## src/rtl/dpa_pkg.sv

```systemverilog
// Purpose: constants for the dual-port RAM port controller
// Assumes: 200 MHz clock, one controller per RAM port
// Notes:   times in ns, cycle counts derived from them
package dpa_pkg;
  // ==========================================================
  // clock and pin timing
  localparam int CLK_NS           = 5;
  localparam int ACCESS_NS        = 15;
  localparam int WRITE_PULSE_NS   = 12;
  localparam int WRITE_HOLD_NS    = 13;  // write_hold_after_release
  localparam int FLAG_UPDATE_NS   = 10;  // flag_update_pulse
  localparam int FLAG_GAP_NS      = 5;   // flag_write_to_read_gap
  localparam int SYNC_STAGES      = 2;
  // least times round up; read data also passes the synchroniser
  localparam logic [7:0] ACCESS_CYC =
    8'((ACCESS_NS + CLK_NS - 1) / CLK_NS + SYNC_STAGES);
  localparam logic [7:0] PULSE_CYC  = 8'((WRITE_PULSE_NS + CLK_NS - 1) / CLK_NS);
  localparam logic [7:0] HOLD_CYC   =
    8'((WRITE_HOLD_NS + CLK_NS - 1) / CLK_NS + SYNC_STAGES);
  localparam logic [7:0] UPDATE_CYC = 8'((FLAG_UPDATE_NS + CLK_NS - 1) / CLK_NS);
  localparam logic [7:0] GAP_CYC    = 8'((FLAG_GAP_NS + CLK_NS - 1) / CLK_NS);
  localparam logic [7:0] RECOVER_CYC = (UPDATE_CYC > GAP_CYC) ? UPDATE_CYC : GAP_CYC;
  localparam logic [7:0] ACTIVE_CYC  = (ACCESS_CYC > PULSE_CYC) ? ACCESS_CYC : PULSE_CYC;
  // ==========================================================
  // register word addresses
  localparam logic [2:0] REG_CTRL    = 3'h0;
  localparam logic [2:0] REG_ADDR    = 3'h1;
  localparam logic [2:0] REG_WDATA   = 3'h2;
  localparam logic [2:0] REG_RDATA   = 3'h3;
  localparam logic [2:0] REG_STATUS  = 3'h4;
  localparam logic [2:0] REG_IRQ_STS = 3'h5;
  localparam logic [2:0] REG_IRQ_CLR = 3'h6;
  localparam logic [2:0] REG_IRQ_EN  = 3'h7;
  // control fields
  localparam int CTRL_GO     = 0;
  localparam int CTRL_WRITE  = 1;
  localparam int CTRL_FLAG   = 2;
  localparam int CTRL_MASTER = 3;
  // status fields
  localparam int ST_BUSY_CMD  = 0;
  localparam int ST_BUSY_PIN  = 1;
  localparam int ST_MBOX_PIN  = 2;
  localparam int ST_MASTER    = 3;
  // event bits
  localparam int EV_DONE   = 0;
  localparam int EV_STALL  = 1;
  localparam int EV_MBOX   = 2;
  localparam int EV_W      = 3;
  localparam logic [31:0] UNMAPPED_RD = 32'h0000_0000;
  // ==========================================================
  typedef enum logic [5:0] {
    S_IDLE    = 6'b000001,
    S_SETUP   = 6'b000010,
    S_ACTIVE  = 6'b000100,
    S_STALL   = 6'b001000,
    S_RELEASE = 6'b010000,
    S_RECOVER = 6'b100000
  } dpa_state_t;
endpackage

```

## src/rtl/dpa_port_ctrl.sv

```systemverilog
// Purpose: drives one port of an asynchronous dual-port RAM with flags
// Assumes: pins are asynchronous to i_clk; Avalon-MM slave, 32-bit words
// Notes:   one access per command; flag acquire is a write of 0 then a read
//
// Implementation choices: the placing of the registers and the Avalon-MM slave port.

// Summary of operation
// - write starts with both low, ends when either rises
// - read/write held high whenever the address changes
// - read/write held high through every read cycle
// - RAM uses enable low, flag high; flags use enable high, select low
// - every flag read is framed by its own select cycle
// - flag readback waits the write-to-read gap after a write
// - select and output enable stay high the update pulse after access
// - stalled writer keeps read/write low the hold time after busy rises
module dpa_port_ctrl
  import dpa_pkg::*;
#(
  parameter int ADDR_W = 13,
  parameter int DATA_W = 8
) (
  // clock and reset
  input  wire logic              i_clk,
  input  wire logic              i_rst,
  // avalon-mm slave
  input  wire logic [2:0]        i_avs_address,
  input  wire logic              i_avs_read,
  input  wire logic              i_avs_write,
  input  wire logic [31:0]       i_avs_writedata,
  output logic      [31:0]       o_avs_readdata,
  output logic                   o_avs_waitrequest,
  output logic                   o_irq,
  // ram port pins
  output logic      [ADDR_W-1:0] o_addr,
  output logic                   o_ce_n,
  output logic                   o_oe_n,
  output logic                   o_rw_n,
  output logic                   o_shared_flag_select_n,
  output logic                   o_master_sel,
  input  wire logic [DATA_W-1:0] i_data,
  output logic      [DATA_W-1:0] o_data,
  output logic                   o_data_oe,
  input  wire logic              i_busy_n,
  input  wire logic              i_int_n
);
  // ==========================================================
  // pin synchronisers
  // pins idle high, so the busy and int stages reset high and reset leaves no false edge; data stages reset low
  logic [DATA_W-1:0] data_m;
  logic [DATA_W-1:0] data_s;
  logic              busy_m;
  logic              busy_n_s;
  logic              int_m;
  logic              int_n_s;
  logic              int_n_d;

  always_ff @(posedge i_clk or posedge i_rst) begin
    if (i_rst) begin
      data_m   <= '0;
      data_s   <= '0;
      busy_m   <= 1'b1;
      busy_n_s <= 1'b1;
      int_m    <= 1'b1;
      int_n_s  <= 1'b1;
      int_n_d  <= 1'b1;
    end else begin
      data_m   <= i_data;
      data_s   <= data_m;
      busy_m   <= i_busy_n;
      busy_n_s <= busy_m;
      int_m    <= i_int_n;
      int_n_s  <= int_m;
      int_n_d  <= int_n_s;
    end
  end

  // ==========================================================
  // register file
  logic              cmd_write;
  logic              cmd_flag;
  logic              master_mode;
  logic [ADDR_W-1:0] cmd_addr;
  logic [DATA_W-1:0] cmd_wdata;
  logic [DATA_W-1:0] rdata;
  logic [EV_W-1:0]   irq_sts;
  logic [EV_W-1:0]   irq_en;
  dpa_state_t        state;
  dpa_state_t        next_state;
  logic [7:0]        cnt;
  logic [7:0]        next_cnt;

  wire bus_req  = i_avs_read | i_avs_write;
  wire bus_take = bus_req & ~o_avs_waitrequest;
  wire wr_take  = bus_take & i_avs_write;
  wire wr_ctrl  = wr_take & (i_avs_address == REG_CTRL);
  wire wr_clr   = wr_take & (i_avs_address == REG_IRQ_CLR);
  wire idle     = (state == S_IDLE);
  // a go while a command runs is dropped together with its other fields
  wire go       = wr_ctrl & i_avs_writedata[CTRL_GO] & idle;

  logic [31:0] rd_mux;
  always_comb begin
    rd_mux = UNMAPPED_RD;
    case (i_avs_address)
      REG_CTRL: begin
        rd_mux[CTRL_WRITE]  = cmd_write;
        rd_mux[CTRL_FLAG]   = cmd_flag;
        rd_mux[CTRL_MASTER] = master_mode;
      end
      REG_ADDR:    rd_mux[ADDR_W-1:0] = cmd_addr;
      REG_WDATA:   rd_mux[DATA_W-1:0] = cmd_wdata;
      REG_RDATA:   rd_mux[DATA_W-1:0] = rdata;
      REG_STATUS: begin
        rd_mux[ST_BUSY_CMD] = ~idle;
        rd_mux[ST_BUSY_PIN] = ~busy_n_s;
        rd_mux[ST_MBOX_PIN] = ~int_n_s;
        rd_mux[ST_MASTER]   = master_mode;
      end
      REG_IRQ_STS: rd_mux[EV_W-1:0] = irq_sts;
      REG_IRQ_EN:  rd_mux[EV_W-1:0] = irq_en;
      default:     rd_mux = UNMAPPED_RD;
    endcase
  end

  // one wait cycle, then the answer edge
  // a request still held after its answer edge is taken once more
  always_ff @(posedge i_clk or posedge i_rst) begin
    if (i_rst) begin
      o_avs_waitrequest <= 1'b1;
      o_avs_readdata    <= '0;
    end else begin
      o_avs_waitrequest <= ~(bus_req & o_avs_waitrequest);
      if (bus_req & o_avs_waitrequest) begin
        o_avs_readdata <= rd_mux;
      end
    end
  end

  always_ff @(posedge i_clk or posedge i_rst) begin
    if (i_rst) begin
      cmd_write   <= 1'b0;
      cmd_flag    <= 1'b0;
      master_mode <= 1'b1;
      cmd_addr    <= '0;
      cmd_wdata   <= '0;
      irq_en      <= '0;
    end else begin
      if (wr_ctrl & idle) begin
        cmd_write   <= i_avs_writedata[CTRL_WRITE];
        cmd_flag    <= i_avs_writedata[CTRL_FLAG];
        master_mode <= i_avs_writedata[CTRL_MASTER];
      end
      if (wr_take & idle & (i_avs_address == REG_ADDR)) begin
        cmd_addr <= i_avs_writedata[ADDR_W-1:0];
      end
      if (wr_take & idle & (i_avs_address == REG_WDATA)) begin
        cmd_wdata <= i_avs_writedata[DATA_W-1:0];
      end
      if (wr_take & (i_avs_address == REG_IRQ_EN)) begin
        irq_en <= i_avs_writedata[EV_W-1:0];
      end
    end
  end

  // ==========================================================
  // access sequencer
  // the count runs down to zero and rests there
  wire cnt_done = (cnt == 8'h00);

  always_comb begin
    next_state = state;
    next_cnt   = (cnt == 8'h00) ? 8'h00 : cnt - 8'h01;
    case (state)
      S_IDLE: begin
        if (go) begin
          next_state = S_SETUP;
        end
      end
      S_SETUP: begin
        next_state = S_ACTIVE;
        next_cnt   = ACTIVE_CYC - 8'h01;
      end
      S_ACTIVE: begin
        if (cnt_done & ~busy_n_s) begin
          next_state = S_STALL;
        end else if (cnt_done) begin
          next_state = S_RELEASE;
        end
      end
      S_STALL: begin
        if (~busy_n_s) begin
          next_cnt = HOLD_CYC - 8'h01;
        end else if (cnt_done) begin
          next_state = S_RELEASE;
        end
      end
      // enable (select for flags) rises here and read/write a cycle later, so it ends the write
      S_RELEASE: begin
        next_state = S_RECOVER;
        next_cnt   = RECOVER_CYC - 8'h01;
      end
      S_RECOVER: begin
        if (cnt_done) begin
          next_state = S_IDLE;
        end
      end
      default: next_state = S_IDLE;
    endcase
  end

  // the command bits load at the go edge itself, so the data drive looks at
  // the incoming write bit there: a read after a write must not drive in setup
  wire wr_bit    = go ? i_avs_writedata[CTRL_WRITE] : cmd_write;
  wire next_on   = (next_state == S_ACTIVE) | (next_state == S_STALL);
  wire next_wr   = cmd_write & (next_on | (next_state == S_RELEASE));
  // data pins driven from setup through release, on writes only
  wire next_drv  = wr_bit & (next_state != S_IDLE) & (next_state != S_RECOVER);
  wire next_ce_n  = ~(next_on & ~cmd_flag);
  wire next_sel_n = ~(next_on & cmd_flag);
  wire next_oe_n  = ~(next_on & ~cmd_write);
  // read data sampled once, on leaving the access
  wire capture    = ~cmd_write & (next_state == S_RELEASE) & (state != S_RELEASE);

  always_ff @(posedge i_clk or posedge i_rst) begin
    if (i_rst) begin
      state <= S_IDLE;
      cnt   <= 8'h00;
      rdata <= '0;
    end else begin
      state <= next_state;
      cnt   <= next_cnt;
      if (capture) begin
        rdata <= data_s;
      end
    end
  end

  // ==========================================================
  // pin drivers
  always_ff @(posedge i_clk or posedge i_rst) begin
    if (i_rst) begin
      o_addr                 <= '0;
      o_ce_n                 <= 1'b1;
      o_oe_n                 <= 1'b1;
      o_rw_n                 <= 1'b1;
      o_shared_flag_select_n <= 1'b1;
      o_master_sel           <= 1'b1;
      o_data                 <= '0;
      o_data_oe              <= 1'b0;
    end else begin
      if (go) begin
        o_addr <= cmd_addr;
      end
      o_ce_n                 <= next_ce_n;
      o_shared_flag_select_n <= next_sel_n;
      o_rw_n       <= ~next_wr;
      o_oe_n       <= next_oe_n;
      // busy acts as input when low
      o_master_sel <= master_mode;
      o_data       <= cmd_wdata;
      o_data_oe    <= next_drv;
    end
  end

  // ==========================================================
  // interrupts: set beats clear
  wire [EV_W-1:0] ev;
  assign ev[EV_DONE]  = (state == S_RECOVER) & cnt_done;
  assign ev[EV_STALL] = (state == S_ACTIVE) & cnt_done & ~busy_n_s;
  // mailbox event on the falling edge of the synchronised pin
  assign ev[EV_MBOX]  = int_n_d & ~int_n_s;

  wire [EV_W-1:0] clr = wr_clr ? i_avs_writedata[EV_W-1:0] : '0;

  always_ff @(posedge i_clk or posedge i_rst) begin
    if (i_rst) begin
      irq_sts <= '0;
      o_irq   <= 1'b0;
    end else begin
      irq_sts <= (irq_sts & ~clr) | ev;
      o_irq   <= |(((irq_sts & ~clr) | ev) & irq_en);
    end
  end

endmodule // dpa_port_ctrl

```

## config.mk

```make
export PLATFORM = sky130hd
export DESIGN_NAME = dpa_port_ctrl
export DESIGN_NICKNAME = d
export VERILOG_FILES = /design/src/rtl/dpa_pkg.sv /design/src/rtl/dpa_port_ctrl.sv
export SDC_FILE = /design/constraint.sdc
export NUM_CORES = 1
export LEC_CHECK = 0
export ABC_AREA = 1
export ABC_CLOCK_PERIOD_IN_PS = 3300
export BUFFER_PORTS_ARGS = -buffer_cell sky130_fd_sc_hd__buf_4
export CAP_MARGIN = 10
export CORE_MARGIN = 2
export CORE_UTILIZATION = 48
export DETAILED_ROUTE_END_ITERATION = 6
export PLACE_DENSITY = 0.8
export SETUP_SLACK_MARGIN = 0.3
export SYNTH_ARGS = -nofsm -noshare
export SYNTH_HDL_FRONTEND = slang
export SYNTH_SLANG_ARGS = --single-unit
```

## constraint.sdc

```tcl
create_clock -name i_clk -period 3.3 [get_ports i_clk]
set_input_delay 0.495 -clock i_clk [delete_from_list [all_inputs] [get_ports i_clk]]
set_output_delay 0.495 -clock i_clk [all_outputs]
set_load 0.03 [all_outputs]
```

* Word level (Yosys, flattened, before mapping) *
Index checks and enable logic that the tools add are counted.

storage, ports and cells
  logic and storage cells = 111
  flip-flop bits (word level) = 115

operators by class
  reduce and logical (&&, ||, !) cells = 4
  equality and inequality tests = 19
  add/sub/neg operators = 1
  bitwise logic cells = 43
  multiplexer cells = 16

operators with widths
  cell                                                                    number
  6-bit case mux with 6 select lines                                      1
  6-bit 2-to-1 mux                                                        5
  1-bit AND                                                               25
  8-bit case mux with 3 select lines                                      1
  8-bit 2-to-1 mux                                                        2
  2-bit case mux with 7 select lines                                      1
  3-bit equality test (second input constant)                             4
  6-bit by 3-bit equality test with 1-bit output (second input constant)  2
  6-bit by 4-bit equality test with 1-bit output (second input constant)  2
  6-bit by 5-bit equality test with 1-bit output (second input constant)  2
  4-bit case mux with 3 select lines                                      1
  1-bit NOT                                                               11
  8-bit logical NOT                                                       1
  8-bit by 1-bit subtractor with 8-bit output (second input constant)     1
  3-bit AND                                                               2
  3-bit by 2-bit equality test with 1-bit output (second input constant)  2
  6-bit by 1-bit equality test with 1-bit output (second input constant)  1
  6-bit by 2-bit equality test with 1-bit output (second input constant)  1
  6-bit equality test (second input constant)                             1
  6-bit by 1-bit != test with 1-bit output (second input constant)        1
  6-bit by 5-bit != test with 1-bit output (second input constant)        1
  6-bit != test (second input constant)                                   1
  1-bit case mux with 6 select lines                                      1
  5-bit 2-to-1 mux                                                        1
  other kinds (10)                                                        12

* Longest topological paths before layout *
  depth after elaboration = 13
  depth in mapped cells = 11
  depth with buffers taken out = 10

* Worst setup path after synthesis *
Ideal clock, no wire load.

  path type = input -> register
  from = input i_avs_address[0]
  to = register cmd_wdata[4]
  stages on the path = 6
  data arrival time = 1.414 ns
  slack = 1.769 ns
  path through = buf_2 nor3_4 nand3_4 buf_6 nand2_1 o21ai_2

between the ends
  longest elaborated chain between the ends = 2

ends and longest elaborated chain
  what                                            RTL line              text
  start: declaration                              dpa_port_ctrl.sv:26   input wire logic [2:0] i_avs_address,
  3-bit by 2-bit equality test with 1-bit output  dpa_port_ctrl.sv:156  if (wr_take & idle & (i_avs_address == REG_WDATA)) begin
  1-bit AND                                       dpa_port_ctrl.sv:156
  end signal: assignment                          dpa_port_ctrl.sv:157  cmd_wdata <= i_avs_writedata[DATA_W-1:0];
  end: declaration                                dpa_port_ctrl.sv:83   logic [DATA_W-1:0] cmd_wdata;

Every way passes these cells.
A chain may end at the register's enable or synchronous reset.

* Final worst setup path *
  from = register cnt[0]
  to = register rdata[1]

between the ends
  longest elaborated chain between the ends = 7
  elaborated cells on any way between the ends = 10
  classes of those cells = 1 x eq/ne; 5 x mux; 3 x bitwise; 1 x reduce/logical

ends and longest elaborated chain
  what                                              RTL line                                                          text
  start: declaration                                dpa_port_ctrl.sv:89                                               logic [7:0] cnt;
  start signal: assignment                          dpa_port_ctrl.sv:231                                              cnt <= next_cnt;
  8-bit logical NOT *                               dpa_port_ctrl.sv:168                                              wire cnt_done = (cnt == 8'h00);
  6-bit 2-to-1 mux or 1-bit AND (tied branches)     dpa_port_ctrl.sv:186, dpa_port_ctrl.sv:193, dpa_port_ctrl.sv:184
  6-bit 2-to-1 mux (on tied branches)               dpa_port_ctrl.sv:191, dpa_port_ctrl.sv:184
  6-bit case mux with 6 select lines *              dpa_port_ctrl.sv:173                                              case (state)
  6-bit by 5-bit equality test with 1-bit output *  dpa_port_ctrl.sv:222                                              wire capture = ~cmd_write & (next_state == S_RELEASE) & (state != S_RELEASE);
  1-bit AND * (2 in series)                         dpa_port_ctrl.sv:222
  end signal: assignment                            dpa_port_ctrl.sv:233                                              rdata <= data_s;
  end: declaration                                  dpa_port_ctrl.sv:84                                               logic [DATA_W-1:0] rdata;

Mark *: on every way between the ends. The rest lies on a longest branch, timed or not.

==> flow_metrics.tcl <==
set metrics [dict create \
    status "complete, no violations" \
    critPathArrivalTime_ps 2530 \
    ys_seq_area_share_pct 60.5 \
    worstSetupEndpointType "flop" \
    synth.area.mux_share_pct 0 \
    critPathMaxFanout 12 \
    min_path_type "input port to flop" \
    grt_pass1_vias 3639 \
    ios 110 \
    drive_gt1_share_pct 25.5 \
    ir_worst_vdd_v 0.000401 \
    cts-resized-gates 0 \
    cp_slowest_cell "nor2_2" \
    drc 0 \
    wl_per_cell_um 14.5 \
    setup_ws_ps 1210 \
    drt_iter0_markers 343 \
    synth-simple-area-share_pct 20.8 \
    yosys_warnings 0 \
    cts_htree_levels 4 \
    synth_edf_count 0 \
    synthFlopType "dfrtp_1" \
    synth_compound_area_share_pct 8.55 \
    synth_top_family_by_area "simple AND/OR/NAND/NOR gates" \
    yosysMostFrequentCell "nand2_1" \
    root_buffer "clkbuf_8" \
    ant_nets 0 \
    vias 3657 \
    die_w_um 104 \
    fmax_mhz 479 \
    first_pass_iters 5 \
    async_reset_ff_share_pct 100 \
    fin_area_um2 6000 \
    cap_violations 0 \
    cp_common_cell "nand2_1" \
    crit_type "flop to flop" \
    synth_top_area_cell "dfrtp_1" \
    rows 36 \
    diodes 0 \
    fin_worst_skew_ps 6.95 \
    slowest_delay_ps 420 \
    hold_buffers 0 \
    slew_headroom_pct 46.7 \
    synth_area_um2 4780 \
    setup_viol 0 \
    power.density_nw_per_um2 833 \
    viasPerCell 5.02 \
    area_growth_pct 25.4 \
    finalWeightedCongestion 0.866 \
    core_um2 9730 \
    drv_slew 0 \
    clkLatencyLatePin_ps 510 \
    grt_max_degree 77 \
    post_dp_cell_area_um2 5390 \
    synth-xor-area-share_pct 0.916 \
    cp.required_ps 3740 \
    nets 634 \
    synth_top_area_share_pct 53.4 \
    synth_fa_ha_area_share_pct 0.262 \
    rsz0062_at_grt "false" \
    final.setup.tns_ps 0 \
    post_cts.repair.setup_buffers 0 \
    grt_pass1_wl_mm 17.3 \
    cts.sinks 115 \
    gr-usage-all-layers_pct 20.5 \
    synth_area_leaders "dfrtp_1, nand2_1, dfstp_2, inv_1, buf_4" \
    cts_max_path_buffers 2 \
    totalWireLength_mm 10.6 \
    dp_slack_ps 1230 \
    crit_path_cell_trace "inv_1, ha_1, nand2_1, nor2_2, nand2_1, nand3_4, nand2_1, nand2_1" \
    cts_tree "built" \
    syn_area_per_cell_um2 9.57 \
    port_buffers 71 \
    cp-start-kind "flop" \
    leakage_nw 3.07 \
    dp.cells 698 \
    final-instance-count-excl-fill 728 \
    dp_hpwl_mm 7.04 \
    hold_viol 0 \
    clk_pin_slew_ps 60 \
    fin_crit_sh_pct 63.3 \
    grt_overflow_total 0 \
    cts_buffers 17 \
    dieArea_um2 10800 \
    tightest_slew_ps 798 \
    netlist_top_cells_count "nand2_1, dfrtp_1, inv_1, o21ai_1, nor2_1" \
    synth_cell_type_count 34 \
    min_period_ps 2090 \
    die_h_um 104 \
    ys_ff_latch 115 \
    start_util_pct 49.2 \
    synth_cells 500 \
    holdWs_ps 87.1 \
    antenna_found_initial 0 \
]
## cells in the final DEF, fill, tap and decap left out, types with 2 or more instances in the layout
cell type / n
a21oi_1: 14
buf_4: 73
bufinv_16: 4
clkbuf_16: 16
clkbuf_8: 3
clkinv_2: 3
clkinvlp_4: 4
conb_1: 19
dfrtp_1: 102
dfstp_2: 13
inv_1: 50
inv_2: 9
nand2_1: 141
nand2_2: 2
nand3_1: 14
nand3_4: 3
nand4_1: 13
nor2_1: 22
nor2_2: 6
nor3_1: 10
o21ai_0: 21
o21ai_1: 25
o21ai_2: 9
xnor2_1: 2
xor2_1: 3
## stage by stage
step	util (%)	total power, mW
5_1_grt	61.6	5.24
3_5_place_dp	55.4	3.14
2_1_floorplan	-	2.75
4_1_cts	61.6	5.02
3_3_place_gp	55.4	3.09
6_report	61.6	5.00
## path summary, 6_finish.rpt
kind                            from                end  slack [ps]  depth (start not counted)
max                           cnt[0]           rdata[1]        1210                          8
min                        i_data[7]          data_m[7]          90                          1
max reg2reg                   cnt[0]           rdata[1]        1210                          8
min reg2reg                data_m[7]          data_s[7]         350                          0
max in group asynchronous      i_rst  o_avs_waitrequest        2380                          3
min in group asynchronous      i_rst             cnt[3]         100                          2
## metal layers
| metal | part of all wire (%) | GRT usage [%] | vias to the layer above | wire, um |
|---|---|---|---|---|
| li1 | - | - | 1735 | - |
| met1 | 41 | 24.5 | 1741 | 4340 |
| met2 | 51 | 34.6 | 158 | 5360 |
| met3 | 6.1 | 6.17 | 23 | 645 |
| met4 | 2.1 | 8.40 | 0 | 221 |
| met5 | 0 | 0 | - | 0 |
## worst max-delay path: cells and delay by family (launching register included)
family	cells	cell delay, ps
flip-flops	1	360
buffers and inverters	1	110
AND/OR/NAND/NOR	6	1330
adder cells (fa/ha/maj)	1	220
## sequential cells by signal, indices dropped and copies added, names as in the netlist, 8 cells and up
| register | cells |
|---|---|
| rdata | 8 |
| o_data | 8 |
| o_avs_readdata | 13 |
| cnt | 8 |
| cmd_wdata | 8 |
| o_addr | 13 |
| cmd_addr | 13 |
| data_s | 8 |
| data_m | 8 |
## where the power goes
part           leakage, nW  internal [mW]  total, mW  switching (mW)
combinational         1.36          0.418       1.19           0.774
sequential            1.43           1.75       1.95           0.200
clock                0.289           1.25       1.86           0.604
total                 3.07           3.42       5.00            1.58
## area by class of cell
class,instances,area (um^2)
Fill cell,780,3730
Sequential cell,115,2890
Multi-Input combinational cell,315,1530
Timing Repair Buffer,74,568
Clock buffer,20,445
Inverter,61,233
Tap cell,133,166
Clock inverter,10,158
## cells by family (layout without fill, tap and decap cells)
logic type	after synthesis	in the layout
DFF	115	115
xor gates and xnor gates	5	5
adders and majority gates	1	1
buffers and inverters	88	165
AOI/OAI and AO/OA	73	73
and+or+nand+nor	217	217
other	1	19
(Power assumes the default switching activity.)
